--- config.mk ---
export PLATFORM = sky130hd
export DESIGN_NAME = fse_status_flags
export DESIGN_NICKNAME = d
export VERILOG_FILES = /design/src/design/fse_pkg.sv /design/src/design/fse_status_flags.sv
export VERILOG_INCLUDE_DIRS = /design/src /design/src/design
export SDC_FILE = /design/constraint.sdc
export NUM_CORES = 1
export LEC_CHECK = 0
export BUFFER_PORTS_ARGS = -buffer_cell sky130_fd_sc_hd__clkbuf_2
export CAP_MARGIN = 25
export CORE_MARGIN = 2
export CORE_UTILIZATION = 50
export DETAILED_ROUTE_END_ITERATION = 8
export PLACE_DENSITY = 0.8
export SLEW_MARGIN = 20
export SYNTH_ARGS = -nofsm -noshare
export SYNTH_HDL_FRONTEND = slang
export SYNTH_SLANG_ARGS = --single-unit
--- constraint.sdc ---
create_clock -name core_clk_i -period 2.74 [get_ports core_clk_i]
set_clock_uncertainty 0.05 [all_clocks]
set_input_delay 0.411 -clock core_clk_i [delete_from_list [all_inputs] [get_ports core_clk_i]]
set_output_delay 0.411 -clock core_clk_i [all_outputs]
set_load 0.05 [all_outputs]
--- src/design/fse_map.svh ---
`ifndef FSE_MAP_SVH
`define FSE_MAP_SVH

// register offsets
`define FSE_CFG_OFS          3'h4
`define FSE_ERR_CFG_OFS      3'h5
`define FSE_STAT_OFS         3'h6
`define FSE_ERR_STAT_OFS     3'h7

// command_status fields
`define FSE_COMPLETE_BIT       7
`define FSE_ACCESS_ERR_BIT     5
`define FSE_PROT_VIOL_BIT      4
`define FSE_BUSY_BIT           3
`define FSE_RSVD_BIT           2
`define FSE_COMP_STAT_HI_BIT   1
`define FSE_COMP_STAT_LO_BIT   0

// flash_config_register fields
`define FSE_IGNORE_SF_BIT      4
`define FSE_WAIT_HI_BIT        3
`define FSE_WAIT_LO_BIT        2
`define FSE_FORCE_DF_BIT       1

// ecc_error_status fields
`define FSE_DOUBLE_BIT         1
`define FSE_SINGLE_BIT         0

// error_interrupt_config fields
`define FSE_SF_IRQ_EN_BIT      0

// reset values
`define FSE_CFG_RST            8'h00
`define FSE_ERR_CFG_RST        8'h00
`define FSE_WAIT_RST           2'h0
`define FSE_COMP_STAT_RST      2'h0
`define FSE_COMP_STAT_INIT_ERR 2'h3

// wait-state encodings
`define FSE_WAIT_MAX         2'h0
`define FSE_WAIT_OFF         2'h3

`endif

--- src/design/fse_pkg.sv ---
package fse_pkg;

   typedef enum logic [1:0] {
      FSE_IDLE   = 2'b00,
      FSE_RUN    = 2'b01
   } fse_state_t;

endpackage

--- src/design/fse_status_flags.sv ---
// Functional notes
// interrupt requested when enable and single flag
// error config bits readable and writable
// reserved wait codes read back, behave max
// status write, read-only and zero bits
// writing one launches command, clears complete
// access error set on sequence violation
// access error blocks launch and flag clear
// access error cleared by writing one
// protection flag set on protected program/erase
// protection flag cleared by writing one
// protection flag blocks launch and sequences
// busy reads one while command executes
// status bit two always reads zero
// completion status set on error, cleared at start
// double fault at reset may alter status
// error flags readable, writes only clear
// double flag on double fault or busy read
// fault flags cleared by writing one
// single flag set unless ignore control set
// software clears flag before next fault
// fault flags stored one cycle after read
// ignore control suppresses single faults, interrupt
// force control makes every read double fault
// interrupt is enable and flag level
`timescale 1ns/100ps
`default_nettype none
`include "fse_map.svh"

module fse_status_flags (
   input  wire logic       core_clk_i,
   input  wire logic       reset_n_i,
   input  wire logic [2:0] reg_addr_i,
   input  wire logic [7:0] reg_wdata_i,
   input  wire logic       reg_write_i,
   input  wire logic       reg_read_i,
   output logic      [7:0] reg_rdata_o,
   input  wire logic       cmd_done_i,
   input  wire logic       cmd_seq_error_i,
   input  wire logic       cmd_prot_error_i,
   input  wire logic [1:0] cmd_completion_status_bits_i,
   input  wire logic       cmd_completion_status_bits_valid_i,
   input  wire logic       init_done_i,
   input  wire logic       init_ecc_fault_i,
   input  wire logic       array_read_i,
   input  wire logic       array_single_fault_i,
   input  wire logic       array_double_fault_i,
   input  wire logic       array_read_busy_i,
   output logic            cmd_launch_o,
   output logic            cmd_seq_allow_o,
   output logic            single_fault_irq_o,
   output logic      [1:0] wait_state_field_o,
   output logic      [1:0] wait_state_eff_o
);

   // ------------------------------------------------------------
   // register storage
   // ------------------------------------------------------------
   fse_pkg::fse_state_t state;
   // software-visible flags and configuration bits
   logic       command_complete_flag;
   logic       access_error_flag;
   logic       protection_violation_flag;
   logic [1:0] completion_status_bits;
   logic       single_fault_flag;
   logic       double_fault_flag;
   logic       single_fault_irq_enable;
   logic       ignore_single_fault;
   logic       force_double_fault;
   logic [1:0] wait_state_field;
   // ecc capture stage, one cycle behind the array read
   logic       rd_single;
   logic       rd_double;
   logic       rd_valid;

   // decoded strobes and internal conditions
   logic       wr_cfg;
   logic       wr_ecfg;
   logic       wr_stat;
   logic       wr_estat;
   logic       launch_req;
   logic       controller_busy;
   logic       cmd_end;
   logic       access_set;
   logic       access_clear;
   logic       prot_set;
   logic       prot_clear;
   logic       double_set;
   logic       double_clear;
   logic       single_set;
   logic       single_clear;
   logic [7:0] cfg_image;
   logic [7:0] err_cfg_image;
   logic [7:0] stat_image;
   logic [7:0] err_stat_image;

   // reset images, single bits are picked out of these at reset
   localparam logic [7:0] cfg_rst_image     = `FSE_CFG_RST;
   localparam logic [7:0] err_cfg_rst_image = `FSE_ERR_CFG_RST;

   assign wr_cfg   = reg_write_i && (reg_addr_i == `FSE_CFG_OFS);
   assign wr_ecfg  = reg_write_i && (reg_addr_i == `FSE_ERR_CFG_OFS);
   assign wr_stat  = reg_write_i && (reg_addr_i == `FSE_STAT_OFS);
   assign wr_estat = reg_write_i && (reg_addr_i == `FSE_ERR_STAT_OFS);

   // launch needs a finished command and no pending violation
   assign launch_req = wr_stat && reg_wdata_i[`FSE_COMPLETE_BIT] && command_complete_flag
                       && !access_error_flag && !protection_violation_flag;
   assign controller_busy = (state == fse_pkg::FSE_RUN);
   // a running command ends on completion or on a violation seen while it runs
   assign cmd_end = controller_busy && (cmd_done_i || cmd_seq_error_i || cmd_prot_error_i);

   // ------------------------------------------------------------
   // flag set and clear conditions
   // ------------------------------------------------------------
   assign access_set   = cmd_seq_error_i;
   assign access_clear = wr_stat && reg_wdata_i[`FSE_ACCESS_ERR_BIT];
   assign prot_set     = cmd_prot_error_i;
   assign prot_clear   = wr_stat && reg_wdata_i[`FSE_PROT_VIOL_BIT];
   assign double_set   = rd_valid && rd_double;
   assign double_clear = wr_estat && reg_wdata_i[`FSE_DOUBLE_BIT];
   assign single_set   = rd_valid && rd_single && !ignore_single_fault;
   assign single_clear = wr_estat && reg_wdata_i[`FSE_SINGLE_BIT];

   // ------------------------------------------------------------
   // command sequencer handshake
   // ------------------------------------------------------------
   always_ff @(posedge core_clk_i or negedge reset_n_i) begin
      if (!reset_n_i) begin
         state <= fse_pkg::FSE_IDLE;
      end else begin
         case (state)
            fse_pkg::FSE_IDLE: begin
               if (launch_req) begin
                  state <= fse_pkg::FSE_RUN;
               end
            end
            fse_pkg::FSE_RUN: begin
               // a violation ends the run as completion does
               if (cmd_end) begin
                  state <= fse_pkg::FSE_IDLE;
               end
            end
            default: begin
               state <= fse_pkg::FSE_IDLE;
            end
         endcase
      end
   end

   always_ff @(posedge core_clk_i or negedge reset_n_i) begin
      if (!reset_n_i) begin
         cmd_launch_o <= 1'b0;
      end else begin
         // one pulse per accepted launch
         cmd_launch_o <= launch_req;
      end
   end

   always_ff @(posedge core_clk_i or negedge reset_n_i) begin
      if (!reset_n_i) begin
         cmd_seq_allow_o <= 1'b0;
      end else begin
         // a new write sequence needs an idle controller and no protection violation
         cmd_seq_allow_o <= !protection_violation_flag && command_complete_flag
                            && !launch_req;
      end
   end

   // ------------------------------------------------------------
   // command_status flags
   // ------------------------------------------------------------
   // complete flag low until init sequence ends
   always_ff @(posedge core_clk_i or negedge reset_n_i) begin
      if (!reset_n_i) begin
         command_complete_flag <= 1'b0;
      end else if (!init_done_i) begin
         command_complete_flag <= 1'b0;
      end else if (launch_req) begin
         command_complete_flag <= 1'b0;
      end else if (!controller_busy || cmd_end) begin
         command_complete_flag <= 1'b1;
      end
   end

   always_ff @(posedge core_clk_i or negedge reset_n_i) begin
      if (!reset_n_i) begin
         access_error_flag <= 1'b0;
      end else if (access_set) begin
         // set beats a same-cycle write-one clear
         access_error_flag <= 1'b1;
      end else if (access_clear) begin
         access_error_flag <= 1'b0;
      end
   end

   always_ff @(posedge core_clk_i or negedge reset_n_i) begin
      if (!reset_n_i) begin
         protection_violation_flag <= 1'b0;
      end else if (prot_set) begin
         // set beats a same-cycle write-one clear
         protection_violation_flag <= 1'b1;
      end else if (prot_clear) begin
         protection_violation_flag <= 1'b0;
      end
   end

   // read-only status, loaded during init and from command errors
   always_ff @(posedge core_clk_i or negedge reset_n_i) begin
      if (!reset_n_i) begin
         completion_status_bits <= `FSE_COMP_STAT_RST;
      end else if (!init_done_i && init_ecc_fault_i) begin
         completion_status_bits <= `FSE_COMP_STAT_INIT_ERR;
      end else if (cmd_completion_status_bits_valid_i) begin
         completion_status_bits <= completion_status_bits | cmd_completion_status_bits_i;
      end else if (launch_req) begin
         completion_status_bits <= 2'h0;
      end
   end

   // ------------------------------------------------------------
   // ecc fault capture, one cycle after the read
   // ------------------------------------------------------------
   always_ff @(posedge core_clk_i or negedge reset_n_i) begin
      if (!reset_n_i) begin
         rd_valid  <= 1'b0;
         rd_single <= 1'b0;
         rd_double <= 1'b0;
      end else begin
         // qualifiers are taken with the read strobe, flags follow a cycle later
         rd_valid  <= array_read_i;
         rd_single <= array_single_fault_i || array_read_busy_i;
         rd_double <= array_double_fault_i || array_read_busy_i || force_double_fault;
      end
   end

   always_ff @(posedge core_clk_i or negedge reset_n_i) begin
      if (!reset_n_i) begin
         double_fault_flag <= 1'b0;
      end else if (double_set) begin
         // set beats a same-cycle write-one clear
         double_fault_flag <= 1'b1;
      end else if (double_clear) begin
         double_fault_flag <= 1'b0;
      end
   end

   always_ff @(posedge core_clk_i or negedge reset_n_i) begin
      if (!reset_n_i) begin
         single_fault_flag <= 1'b0;
      end else if (single_set) begin
         // set beats a same-cycle write-one clear
         single_fault_flag <= 1'b1;
      end else if (single_clear) begin
         single_fault_flag <= 1'b0;
      end
   end

   // ------------------------------------------------------------
   // configuration registers
   // ------------------------------------------------------------
   always_ff @(posedge core_clk_i or negedge reset_n_i) begin
      if (!reset_n_i) begin
         single_fault_irq_enable <= err_cfg_rst_image[`FSE_SF_IRQ_EN_BIT];
      end else if (wr_ecfg) begin
         // only one bit of the error config register is assigned
         single_fault_irq_enable <= reg_wdata_i[`FSE_SF_IRQ_EN_BIT];
      end
   end

   always_ff @(posedge core_clk_i or negedge reset_n_i) begin
      if (!reset_n_i) begin
         ignore_single_fault <= cfg_rst_image[`FSE_IGNORE_SF_BIT];
         force_double_fault  <= cfg_rst_image[`FSE_FORCE_DF_BIT];
      end else if (wr_cfg) begin
         // both controls act from the next array read on
         ignore_single_fault <= reg_wdata_i[`FSE_IGNORE_SF_BIT];
         force_double_fault  <= reg_wdata_i[`FSE_FORCE_DF_BIT];
      end
   end

   // wait field holds while a command runs
   always_ff @(posedge core_clk_i or negedge reset_n_i) begin
      if (!reset_n_i) begin
         wait_state_field <= `FSE_WAIT_RST;
      end else if (wr_cfg && command_complete_flag) begin
         wait_state_field <= reg_wdata_i[`FSE_WAIT_HI_BIT:`FSE_WAIT_LO_BIT];
      end
   end

   always_ff @(posedge core_clk_i or negedge reset_n_i) begin
      if (!reset_n_i) begin
         wait_state_field_o <= `FSE_WAIT_RST;
         wait_state_eff_o   <= `FSE_WAIT_MAX;
      end else begin
         wait_state_field_o <= wait_state_field;
         wait_state_eff_o   <= (wait_state_field == `FSE_WAIT_OFF) ? `FSE_WAIT_OFF : `FSE_WAIT_MAX;
      end
   end

   // ------------------------------------------------------------
   // register read images
   // ------------------------------------------------------------
   // configuration register image, unassigned bits read zero
   always_comb begin
      cfg_image                                    = 8'h00;
      cfg_image[`FSE_IGNORE_SF_BIT]                = ignore_single_fault;
      cfg_image[`FSE_WAIT_HI_BIT:`FSE_WAIT_LO_BIT] = wait_state_field;
      cfg_image[`FSE_FORCE_DF_BIT]                 = force_double_fault;
   end

   // error configuration image
   always_comb begin
      err_cfg_image                     = 8'h00;
      err_cfg_image[`FSE_SF_IRQ_EN_BIT] = single_fault_irq_enable;
   end

   // command status image, busy and completion bits are read-only
   always_comb begin
      stat_image                                              = 8'h00;
      stat_image[`FSE_COMPLETE_BIT]                           = command_complete_flag;
      stat_image[`FSE_ACCESS_ERR_BIT]                         = access_error_flag;
      stat_image[`FSE_PROT_VIOL_BIT]                          = protection_violation_flag;
      stat_image[`FSE_BUSY_BIT]                               = controller_busy;
      stat_image[`FSE_RSVD_BIT]                               = 1'b0;
      stat_image[`FSE_COMP_STAT_HI_BIT:`FSE_COMP_STAT_LO_BIT] = completion_status_bits;
   end

   // ecc status image
   always_comb begin
      err_stat_image                  = 8'h00;
      err_stat_image[`FSE_DOUBLE_BIT] = double_fault_flag;
      err_stat_image[`FSE_SINGLE_BIT] = single_fault_flag;
   end

   // ------------------------------------------------------------
   // interrupt and read data
   // ------------------------------------------------------------
   always_ff @(posedge core_clk_i or negedge reset_n_i) begin
      if (!reset_n_i) begin
         single_fault_irq_o <= 1'b0;
      end else begin
         single_fault_irq_o <= single_fault_irq_enable && single_fault_flag;
      end
   end

   always_ff @(posedge core_clk_i or negedge reset_n_i) begin
      if (!reset_n_i) begin
         reg_rdata_o <= 8'h00;
      end else if (reg_read_i) begin
         case (reg_addr_i)
            `FSE_CFG_OFS: begin
               reg_rdata_o <= cfg_image;
            end
            `FSE_ERR_CFG_OFS: begin
               reg_rdata_o <= err_cfg_image;
            end
            `FSE_STAT_OFS: begin
               reg_rdata_o <= stat_image;
            end
            `FSE_ERR_STAT_OFS: begin
               reg_rdata_o <= err_stat_image;
            end
            default: begin
               reg_rdata_o <= 8'h00;
            end
         endcase
      end else begin
         reg_rdata_o <= 8'h00;
      end
   end

endmodule

`default_nettype wire

Yosys cells after proc, flatten, opt, wreduce, memory -nomap -nowiden
Index checks and enable logic that the tools add are counted.
{"block": "totals", "word_cells": 90, "latch_bits": 0, "in_bits": 27, "n_memories": 0, "ram_bits": 0, "mem_bits_ro": 0, "reg_bits": 32, "out_inout_bits": 15}
{"block": "op_classes", "reduce_logical": 40, "addsub": 0, "multipliers": 0, "bitwise": 1, "div_mod_pow": 0, "eq_ne": 9, "muxes": 20, "shifts": 0, "order_cmp": 0}
{"op": "case mux 8 bit (4 select lines)", "n": 1}
{"op": "logical AND 1 bit", "n": 21}
{"op": "== test 3 bit, second input constant", "n": 4}
{"op": "two-way mux 2 bit", "n": 6}
{"op": "two-way mux 1 bit", "n": 11}
{"op": "two-way mux 8 bit", "n": 1}
{"op": "nonzero test 2 bit", "n": 4}
{"op": "logical NOT 1 bit", "n": 6}
{"op": "logical OR 1 bit", "n": 6}
{"op": "case mux 2 bit (2 select lines)", "n": 1}
{"op": "!= test 3 x 1 -> 1 bit, second input constant", "n": 1}
{"op": "nonzero test 3 bit", "n": 1}
{"op": "== test 2 x 1 -> 1 bit, second input constant", "n": 1}
{"op": "== test 2 bit, second input constant", "n": 1}
{"op": "logical NOT 2 bit", "n": 1}
{"op": "!= test 2 x 1 -> 1 bit, second input constant", "n": 1}
{"op": "!= test 2 bit, second input constant", "n": 1}
{"op": "OR 2 bit", "n": 1}
{"op": "AND reduction 2 bit", "n": 1}

Logic depth before layout (Yosys ltp)
Gate-level depths: netlist of run 1.
{"block": "logic_depth", "word_depth": 9, "depth_mapped": 4, "mapped_depth_nobuf": 3}

Least setup slack after synthesis of run 1
No wires, ideal clock.
{"block": "synth_path", "path_kind": "register to output", "startpoint": "register, netlist name wait_state_eff_o[0]", "endpoint": "output port wait_state_eff_o[1]", "t_arrival_ns": 0.886, "path_buffers": 1, "required_ns": 2.279, "path_stages_with_launch": 2, "setup_slack_ns": 1.393, "path_cell_list": "dfrtp_1 -> buf_4"}
{"item": "end: declaration", "line": "fse_status_flags.sv:53", "text": "output logic [1:0] wait_state_eff_o"}

==> results of run 1 <==
## layer usage
metal / vias up / wire length, um / track usage [%]
li1: 403 / - / -
met1: 400 / 862 / 21.9
met2: 40 / 1210 / 34.0
met3: 2 / 184 / 6.86
met4: 0 / 31 / 12.8
met5: - / 0 / 0
## synth_stat cells (all sizes together)
cell / n / area share, %
dfrtp: 29 / 61
mux2: 7 / 7.3
nand2: 7 / 2.8
nor2: 6 / 1.9
buf: 4 / 2.1
a21oi: 3 / 1.3
and2: 3 / 1.7
and3: 3 / 1.6
nand2b: 3 / 1.6
o21ai: 3 / 1.3
a21o: 2 / 1.3
mux2i: 2 / 1.7
nand4: 2 / 1.1
nor2b: 2 / 1.1
a22o: 1 / 0.74
a22oi: 1 / 0.63
and4b: 1 / 0.84
and4bb: 1 / 1.4
conb: 1 / 0.32
nand3: 1 / 0.42
nand3b: 1 / 0.63
nand4b: 1 / 2.0
nor3: 1 / 0.84
nor4: 1 / 1.1
o2bb2ai: 1 / 0.74
o41ai: 1 / 0.74
or2: 1 / 0.53
or3: 1 / 0.53
or4b: 1 / 0.84
## cell type report
cell class | instances | area (um2) | area share (%)
sequential | 29 | 726 | 50.4
multi-input combinational | 58 | 435 | 30.2
timing repair buffer | 39 | 195 | 13.6
clock buffer | 8 | 48.8 | 3.39
tap | 28 | 35.0 | 2.43
## flip-flops by register name, summed over array words and instances, names as in the netlist
| name | count |
|---|---|
| completion_status_bits | 2 |
| single_fault_irq_enable | 1 |
| access_error_flag | 1 |
| rd_single | 1 |
| protection_violation_flag | 1 |
| command_complete_flag | 1 |
| ignore_single_fault | 1 |
| wait_state_field_o | 2 |
| state | 1 |
| double_fault_flag | 1 |
| reg_rdata_o | 7 |
| cmd_seq_allow_o | 1 |
| single_fault_irq_o | 1 |
| wait_state_eff_o | 1 |
| rd_valid | 1 |
| cmd_launch_o | 1 |
| wait_state_field | 2 |
| force_double_fault | 1 |
| single_fault_flag | 1 |
| rd_double | 1 |
## power by group through the flow
stage / Combinational (W) / Sequential, W / Clock [W]
2_1_floorplan: 0.0000677 / 0.000554 / 0
6_report: 0.000178 / 0.000490 / 0.000231
3_3_place_gp: 0.000175 / 0.000497 / 0
5_1_grt: 0.000190 / 0.000496 / 0.000267
4_1_cts: 0.000180 / 0.000491 / 0.000243
3_5_place_dp: 0.000179 / 0.000499 / 0
## cell families after synthesis
kind of cell | Yosys count | synth area share (%)
flops | 29 | 61.2
compound gates | 12 | 6.65
simple gates | 36 | 20.8
mux | 9 | 8.97
buf+inv | 4 | 2.11
other cells | 1 | 0.316
## worst min path at each step
stage | from | to | slack, ps
after floorplan | reset_n_i | access_error_flag | 70
after global placement | wait_state_field[1] | wait_state_field_o[1] | 360
after detailed placement | wait_state_field[0] | wait_state_field_o[0] | 370
after CTS | reset_n_i | access_error_flag | 80
after global routing | reset_n_i | cmd_seq_allow_o | 100
final | reset_n_i | cmd_seq_allow_o | 60
## through the flow
stage               area, um2  setup slack [ps]
finish                   1440              1360
global route             1440              1300
CTS                      1440              1330
detailed placement       1390              1180
global placement         1390              1220
floorplan                1190              1390
==> flow_metrics.env, run 1 <==
export IMPL_critPathArrivalTime_ps=920
export IMPL_drtAntennaViolNets=0
export IMPL_globalplace_congestion=0.795
export IMPL_die_area_um2=2780
export IMPL_startpoint_type="flip-flop"
export IMPL_worstMarginPinSlew_ps=678
export IMPL_crit_cells=1
export IMPL_grt_antenna_before_repair=0
export IMPL_status="completed"
export IMPL_vias=845
export IMPL_slew_limit_headroom_pct=54.8
export IMPL_cts_tree="built"
export IMPL_worst_path_max_delay_cell="dfrtp_1"
export IMPL_peakVddDrop_mv=0.411
export IMPL_ios=42
export IMPL_num_rows=17
export IMPL_p_sw_w=0.000271
export IMPL_r2r_cells=3
export IMPL_clk_insertion_delay_late_ps=320
export IMPL_dp_cells=154
export IMPL_fmax_mhz=723
export IMPL_combPwrFrac_pct=19.8
export IMPL_drv_cap=0
export IMPL_ys_warn_count=0
export IMPL_pwr_share_seq_pct=54.5
export IMPL_hp_class="input pin to async pin"
export IMPL_crit_chain="clkbuf_2"
export IMPL_die_w_um=52.7
export IMPL_critPathBufInv=1
export IMPL_finalNetCount=160
export IMPL_final_cell_count_no_fill=162
export IMPL_p_int_w=0.000629
export IMPL_swShare_pct=30.2
export IMPL_cts_reportedPaths_clkPinSlew_ps=80
export IMPL_grt_max_degree=30
export IMPL_final_max_slew_viol_count=0
export IMPL_fin_crit_sh_pct=50.4
export IMPL_root_buffer="clkbuf_4"
export IMPL_fillers=194
export IMPL_cts_resized=0
export IMPL_cts_max_level=2
export IMPL_syn_nets=118
export IMPL_grt_ovfl_total=0
export IMPL_seq_area_frac_synth_pct=61.2
export IMPL_wirelength_um=2290
export IMPL_grt_pass1_wl_um=3750
export IMPL_r2r_start="state[0]"
export IMPL_r2r_end="command_complete_flag"
export IMPL_drc=0
export IMPL_dp_hpwl_um=1750
export IMPL_numCtsBuffers=5
export IMPL_grt_pass1_vias=856
export IMPL_postCtsHoldBufs=0
export IMPL_totalPowerFinal_w=0.000900
export IMPL_critPathTopFamily="flip-flops"
export IMPL_netlist_instances=91
export IMPL_portBuffers=39
export IMPL_drt_iter0_markers=7
export IMPL_synth_cell_types=34
export IMPL_clkPwrFrac_pct=25.7
export IMPL_coreArea_um2=2230
export IMPL_final_common_cell="clkbuf_2"
export IMPL_clk_path_buf_depth=2
export IMPL_via_per_inst=5.22
export IMPL_die_y_um=52.7
export IMPL_ys_seq_elements=29
export IMPL_final_util_pct=64.5
export IMPL_crit_start="wait_state_eff_o[0]"
export IMPL_cellPowerDensity_nw_per_um2=625
export IMPL_tns_ps=0
export IMPL_worstPathRequired_ps=2280
export IMPL_dr_pass1_iters=4
export IMPL_initial_core_util_pct=53.1
export IMPL_cts_setup_buffers=0
export IMPL_clkSinkCount=29
export IMPL_p_leak_nw=0.715
export IMPL_r2r_slack_ps=1420
export IMPL_fin_hold_ws_ps=63.4
export IMPL_path_max_fanout=2
export IMPL_drive_gt1_share_pct=43.3
export IMPL_worstSetupPathType="flip-flop to output port"
export IMPL_final_cell_mix="39 x clkbuf_2, 29 x dfrtp_1, 6 x nand2_1, 6 x nor2_1"
export IMPL_avgSynthCellArea_um2=13.0
export IMPL_hold_viol=0
export IMPL_cpPeakStageDelay_ps=340
export IMPL_wl_per_cell_um=14.1
export IMPL_diodes=0
export IMPL_synthToLayoutAreaGrowth_pct=21.4
export IMPL_endpoint="wait_state_eff_o[1]"
export IMPL_setup_viol=0
export IMPL_finalCriticalPeriod_ps=1380
export IMPL_end_kind="output port"
export IMPL_grt_usage_pct=20.4
export IMPL_rsz0062_at_grt="no"
export IMPL_netlist_area_um2=1190
Note: power is estimated with default switching activity, not from simulation.
==> run 2: changes to the inputs <==
--- a/config.mk
+++ b/config.mk
@@ -6,12 +6,13 @@
 export SDC_FILE = /design/constraint.sdc
 export NUM_CORES = 1
 export LEC_CHECK = 0
+export ABC_AREA = 1
 export BUFFER_PORTS_ARGS = -buffer_cell sky130_fd_sc_hd__clkbuf_2
 export CAP_MARGIN = 25
 export CORE_MARGIN = 2
-export CORE_UTILIZATION = 50
+export CORE_UTILIZATION = 43
 export DETAILED_ROUTE_END_ITERATION = 8
-export PLACE_DENSITY = 0.8
+export PLACE_DENSITY = 0.73
 export SLEW_MARGIN = 20
 export SYNTH_ARGS = -nofsm -noshare
 export SYNTH_HDL_FRONTEND = slang
==> constraint.sdc (replaced) <==
create_clock -name core_clk_i -period 1.2 [get_ports core_clk_i]
set_clock_uncertainty 0.05 [all_clocks]
set_input_delay 0.18 -clock core_clk_i [delete_from_list [all_inputs] [get_ports core_clk_i]]
set_output_delay 0.18 -clock core_clk_i [all_outputs]
set_load 0.05 [all_outputs]
==> flow_metrics.env, run 2 <==
export IMPL_hp_class="input pin to flip-flop"
export IMPL_drive_gt1_share_pct=32.1
export IMPL_wirelength_um=2350
export IMPL_rsz0062_at_grt="no"
export IMPL_cpPeakStageDelay_ps=340
export IMPL_peakVddDrop_mv=1.02
export IMPL_netlist_instances=133
export IMPL_tns_ps=0
export IMPL_multi_input_area_um2=390
export IMPL_synth_edff_count=0
export IMPL_synth_cell_types=22
export IMPL_synth_most_common_cell="nand2_1"
export IMPL_critPathTopFamily="flip-flops"
export IMPL_critPathBufInv=1
export IMPL_vias=1001
export IMPL_num_rows=19
export IMPL_final_common_cell="clkbuf_2"
export IMPL_via_per_inst=4.66
export IMPL_synthToLayoutAreaGrowth_pct=27.3
export IMPL_root_buffer="clkbuf_4"
export IMPL_portBuffers=39
export IMPL_hold_viol=0
export IMPL_die_y_um=56.9
export IMPL_grt_pass1_wl_um=4130
export IMPL_drc=0
export IMPL_cellPowerDensity_nw_per_um2=1330
export IMPL_p_leak_nw=0.854
export IMPL_finalCriticalPeriod_ps=1160
export IMPL_worst_path_max_delay_cell="dfrtp_1"
export IMPL_ys_warn_count=0
export IMPL_crit_start="cmd_launch_o"
export IMPL_synth_top_cell_area_share_pct=60.4
export IMPL_grt_pass1_vias=984
export IMPL_diodes=0
export IMPL_dp_hpwl_um=1890
export IMPL_cts_tree="built"
export IMPL_r2r_start="command_complete_flag"
export IMPL_coreArea_um2=2710
export IMPL_drv_cap=0
export IMPL_grt_antenna_before_repair=0
export IMPL_die_w_um=56.9
export IMPL_startpoint_type="flip-flop"
export IMPL_ys_seq_elements=29
export IMPL_async_flop_share_pct=100
export IMPL_final_max_slew_viol_count=0
export IMPL_drt_iter0_markers=13
export IMPL_drtAntennaViolNets=0
export IMPL_register_area_um2=726
export IMPL_dr_pass1_iters=4
export IMPL_grt_max_degree=30
export IMPL_cts_setup_buffers=0
export IMPL_wl_per_cell_um=10.9
export IMPL_fillers=266
export IMPL_clk_insertion_delay_late_ps=320
export IMPL_globalplace_congestion=0.850
export IMPL_cts_reportedPaths_clkPinSlew_ps=80
export IMPL_path_max_fanout=1
export IMPL_syn_nets=160
export IMPL_setup_viol=0
export IMPL_status="completed"
export IMPL_worstSetupPathType="flip-flop to output port"
export IMPL_final_cell_count_no_fill=215
export IMPL_ys_top_cells_by_area="dfrtp_1 60%, nand2_1 10%, inv_1 5.3%"
export IMPL_end_kind="output port"
export IMPL_critPathArrivalTime_ps=930
export IMPL_ios=42
export IMPL_hp_start="array_double_fault_i"
export IMPL_finalNetCount=210
export IMPL_grt_usage_pct=16.8
export IMPL_fmax_mhz=863
export IMPL_cts_max_level=2
export IMPL_fin_crit_sh_pct=96.5
export IMPL_synth_top_cell_by_area="dfrtp_1"
export IMPL_numCtsBuffers=5
export IMPL_worstPathRequired_ps=970
export IMPL_clk_path_buf_depth=2
export IMPL_ys_flop_type="dfrtp_1"
export IMPL_netlist_area_um2=1200
export IMPL_synth_common_cells="33 x nand2_1, 29 x dfrtp_1, 17 x inv_1"
export IMPL_initial_core_util_pct=44.4
export IMPL_avgSynthCellArea_um2=9.04
export IMPL_fin_hold_ws_ps=7.91
export IMPL_final_cell_mix="36 x clkbuf_2, 33 x nand2_1, 29 x dfrtp_1, 17 x inv_1, 16 x nor2_1"
export IMPL_largest_reg_flops=7
export IMPL_die_area_um2=3240
export IMPL_seq_area_frac_synth_pct=60.4
export IMPL_dp_cells=202
export IMPL_clkSinkCount=29
export IMPL_top_register="reg_rdata_o"
export IMPL_grt_ovfl_total=0
export IMPL_crit_chain="clkbuf_2"
## run 2: kinds of logic after synthesis
| group | share of synthesized area [%] |
|---|---|
| and+or+nand+nor | 27.1 |
| DFF | 60.4 |
| buffers and inverters | 7.18 |
| AOI/OAI and AO/OA | 5.10 |
| other | 0.312 |
## run 2: final cells by class
| type | instances | area share (%) |
|---|---|---|
| Clock buffer | 6 | 2.70 |
| Clock inverter | 2 | 0.654 |
| Inverter | 19 | 4.66 |
| Multi-Input combinational cell | 83 | 25.5 |
| Sequential cell | 29 | 47.4 |
| Tap cell | 31 | 2.53 |
| Timing Repair Buffer | 45 | 16.5 |
## run 2: path summary, 6_finish.rpt
check	end	slack (ps)	depth (start not counted)
worst max-delay path	cmd_launch_o	40	1
worst min-delay path	rd_double	8	2
worst max register to register	completion_status_bits[1]	150	5
worst min register to register	wait_state_field_o[0]	390	0
max in group asynchronous	reg_rdata_o[2]	510	3
min in group asynchronous	single_fault_irq_enable	340	3
## run 2: metal layers
layer / vias to the layer above / track usage (%) / part of all wire, %
li1: 510 / - / -
met1: 455 / 18.7 / 42
met2: 31 / 29.1 / 49
met3: 5 / 6.68 / 7.7
met4: 0 / 5.65 / 1.2
met5: - / 0 / 0
## run 2: timing repair
item / in CTS / in global routing
hold buffers: 4 / 1
resized for setup: 0 / 3
endpoints found under the setup margin: 0 / 3
endpoints found under the hold margin: 32 / 1
## run 2: report_power, final
part	total, W	internal [W]	switching, W
clock network	0.000538	0.000222	0.000316
logic	0.000384	0.000117	0.000267
registers	0.00111	0.00106	0.0000536
total	0.00204	0.00140	0.000636
## run 2: stage by stage
stage	power, W	setup slack [ps]	area, um2	util, %
2_1_floorplan	0.00137	83.7	1200	-
3_3_place_gp	0.00149	150	1430	52.7
3_5_place_dp	0.00151	106	1430	52.7
4_1_cts	0.00206	5.61	1520	56.1
5_1_grt	0.00215	4.97	1530	56.5
6_report	0.00204	41.7	1530	56.5
==> run 3: changes to the inputs <==
--- a/config.mk
+++ b/config.mk
@@ -7,12 +7,13 @@
 export NUM_CORES = 1
 export LEC_CHECK = 0
 export ABC_AREA = 1
-export BUFFER_PORTS_ARGS = -buffer_cell sky130_fd_sc_hd__clkbuf_2
 export CAP_MARGIN = 25
 export CORE_MARGIN = 2
-export CORE_UTILIZATION = 43
+export CORE_UTILIZATION = 50
 export DETAILED_ROUTE_END_ITERATION = 8
-export PLACE_DENSITY = 0.73
+export DONT_BUFFER_PORTS = 1
+export PLACE_DENSITY = 0.68
+export SETUP_SLACK_MARGIN = 0.02
 export SLEW_MARGIN = 20
 export SYNTH_ARGS = -nofsm -noshare
 export SYNTH_HDL_FRONTEND = slang
==> flow_metrics.env, run 3 (synthesis results as in run 2) <==
export IMPL_final_cell_mix="33 x nand2_1, 23 x dlygate4sd3_1, 17 x dfrtp_1, 16 x inv_1, 15 x nor2_1"
export IMPL_fin_crit_sh_pct=93.9
export IMPL_drc=0
export IMPL_hold_viol=0
export IMPL_largest_reg_flops=7
export IMPL_p_leak_nw=0.776
export IMPL_finalCriticalPeriod_ps=1130
export IMPL_critPathTopFamily="flip-flops"
export IMPL_dp_hpwl_um=1620
export IMPL_rsz0062_at_grt="no"
export IMPL_status="completed"
export IMPL_drive_gt1_share_pct=21.7
export IMPL_final_common_cell="nand2_1"
export IMPL_ios=42
export IMPL_wirelength_um=2450
export IMPL_clk_insertion_delay_late_ps=330
export IMPL_top_register="reg_rdata_o"
export IMPL_final_max_slew_viol_count=0
export IMPL_grt_ovfl_total=0
export IMPL_synthToLayoutAreaGrowth_pct=31.5
export IMPL_worst_path_max_delay_cell="dfrtp_1"
export IMPL_startpoint_type="flip-flop"
export IMPL_hp_start="reg_addr_i[0]"
export IMPL_drtAntennaViolNets=0
export IMPL_worstSetupPathType="flip-flop to output port"
export IMPL_diodes=0
export IMPL_finalNetCount=192
export IMPL_hp_class="input pin to flip-flop"
export IMPL_cpPeakStageDelay_ps=400
export IMPL_cts_tree="built"
export IMPL_grt_max_degree=30
export IMPL_peakVddDrop_mv=0.997
export IMPL_cellPowerDensity_nw_per_um2=1300
export IMPL_initial_core_util_pct=53.8
export IMPL_r2r_start="protection_violation_flag"
export IMPL_path_max_fanout=2
export IMPL_worstPathRequired_ps=970
export IMPL_portBuffers=0
export IMPL_vias=955
export IMPL_die_area_um2=2810
export IMPL_r2r_slack_ps=130
export IMPL_wl_per_cell_um=12.6
export IMPL_globalplace_congestion=0.838
export IMPL_via_per_inst=4.92
export IMPL_grt_pass1_wl_um=4200
export IMPL_dp_cells=161
export IMPL_die_w_um=53.0
export IMPL_num_rows=17
export IMPL_root_buffer="clkbuf_4"
export IMPL_final_cell_count_no_fill=194
export IMPL_crit_start="wait_state_eff_o[0]"
export IMPL_clk_path_buf_depth=2
export IMPL_grt_antenna_before_repair=0
export IMPL_dr_pass1_iters=4
export IMPL_tns_ps=0
export IMPL_crit_chain="buf_12"
export IMPL_drt_iter0_markers=21
export IMPL_end_kind="output port"
export IMPL_die_y_um=53.0
export IMPL_cts_max_level=2
export IMPL_setup_viol=0
export IMPL_critPathBufInv=1
export IMPL_numCtsBuffers=5
export IMPL_coreArea_um2=2230
export IMPL_grt_pass1_vias=991
export IMPL_drv_cap=0
export IMPL_cts_reportedPaths_clkPinSlew_ps=90
export IMPL_clkSinkCount=29
export IMPL_fmax_mhz=888
export IMPL_critPathArrivalTime_ps=900
export IMPL_grt_usage_pct=22.0
[run 3: cell count changes in the layout (fill, tap and decap cells not counted), sizes merged]
cell / before / now
buf: 4 / 3
clkbuf: 42 / 6
dlymetal6s4s: 0 / 1
dlygate4sd3: 5 / 23
[run 3: layer usage]
layer | vias to the layer above | wire, um | GRT usage, %
met2 | 40 | 1180 | 34.6
li1 | 473 | - | -
met4 | 0 | 65 | 12.4
met3 | 7 | 154 | 7.91
met1 | 435 | 1050 | 26.1
met5 | - | 0 | 0
[run 3: worst paths after layout]
path / to / cells after the start
max in group asynchronous: cmd_launch_o / 2
max: wait_state_eff_o[0] / 1
max reg2reg: completion_status_bits[0] / 6
min in group asynchronous: reg_rdata_o[4] / 2
min reg2reg: wait_state_field_o[0] / 0
min: protection_violation_flag / 4
[run 3: power breakdown]
part | switching, W | total [W] | leakage (nW) | internal, W
Combinational | 0.000152 | 0.000280 | 0.408 | 0.000128
Clock | 0.000325 | 0.000547 | 0.0320 | 0.000222
Sequential | 0.000163 | 0.00123 | 0.336 | 0.00107
Total | 0.000639 | 0.00206 | 0.776 | 0.00142
[run 3: timing repair]
| action | in CTS | in global routing |
|---|---|---|
| gates cloned | 0 | 0 |
| hold buffers | 25 | 0 |
| resized for setup | 12 | 3 |
| setup buffers | 0 | 0 |
| hold endpoints to repair | 51 | 0 |
| endpoints found under the setup margin | 12 | 5 |
| pin swaps | 0 | 1 |
[run 3: worst min-delay path, delay by kind of cell]
kind	cells	cell delay, ps
AOI/OAI and AO/OA	1	50
and+or+nand+nor	3	140
[run 3: per-stage QoR]
| stage | cell area (um2) | hold WS [ps] | setup WS [ps] | utilization [%] | power (W) |
|---|---|---|---|---|---|
| 2_1_floorplan | 1200 | -166 | 83.7 | - | 0.00137 |
| 3_3_place_gp | 1250 | -165 | 180 | 56.0 | 0.00141 |
| 3_5_place_dp | 1250 | -165 | 132 | 56.0 | 0.00143 |
| 4_1_cts | 1580 | 9.65 | 55.9 | 70.6 | 0.00207 |
| 5_1_grt | 1580 | 22.7 | 29.3 | 70.8 | 0.00216 |
| 6_report | 1580 | 17.5 | 73.2 | 70.8 | 0.00206 |
[run 3: cell type report]
| class | count | area [um2] |
|---|---|---|
| repair buffers | 27 | 290 |
| flip-flops and latches | 29 | 741 |
| clock buffers | 6 | 41.3 |
| inverters | 19 | 71.3 |
| well taps | 28 | 35.0 |
| multi-input cells | 83 | 393 |
| fillers | 170 | 652 |
| clock inverters | 2 | 10.0 |
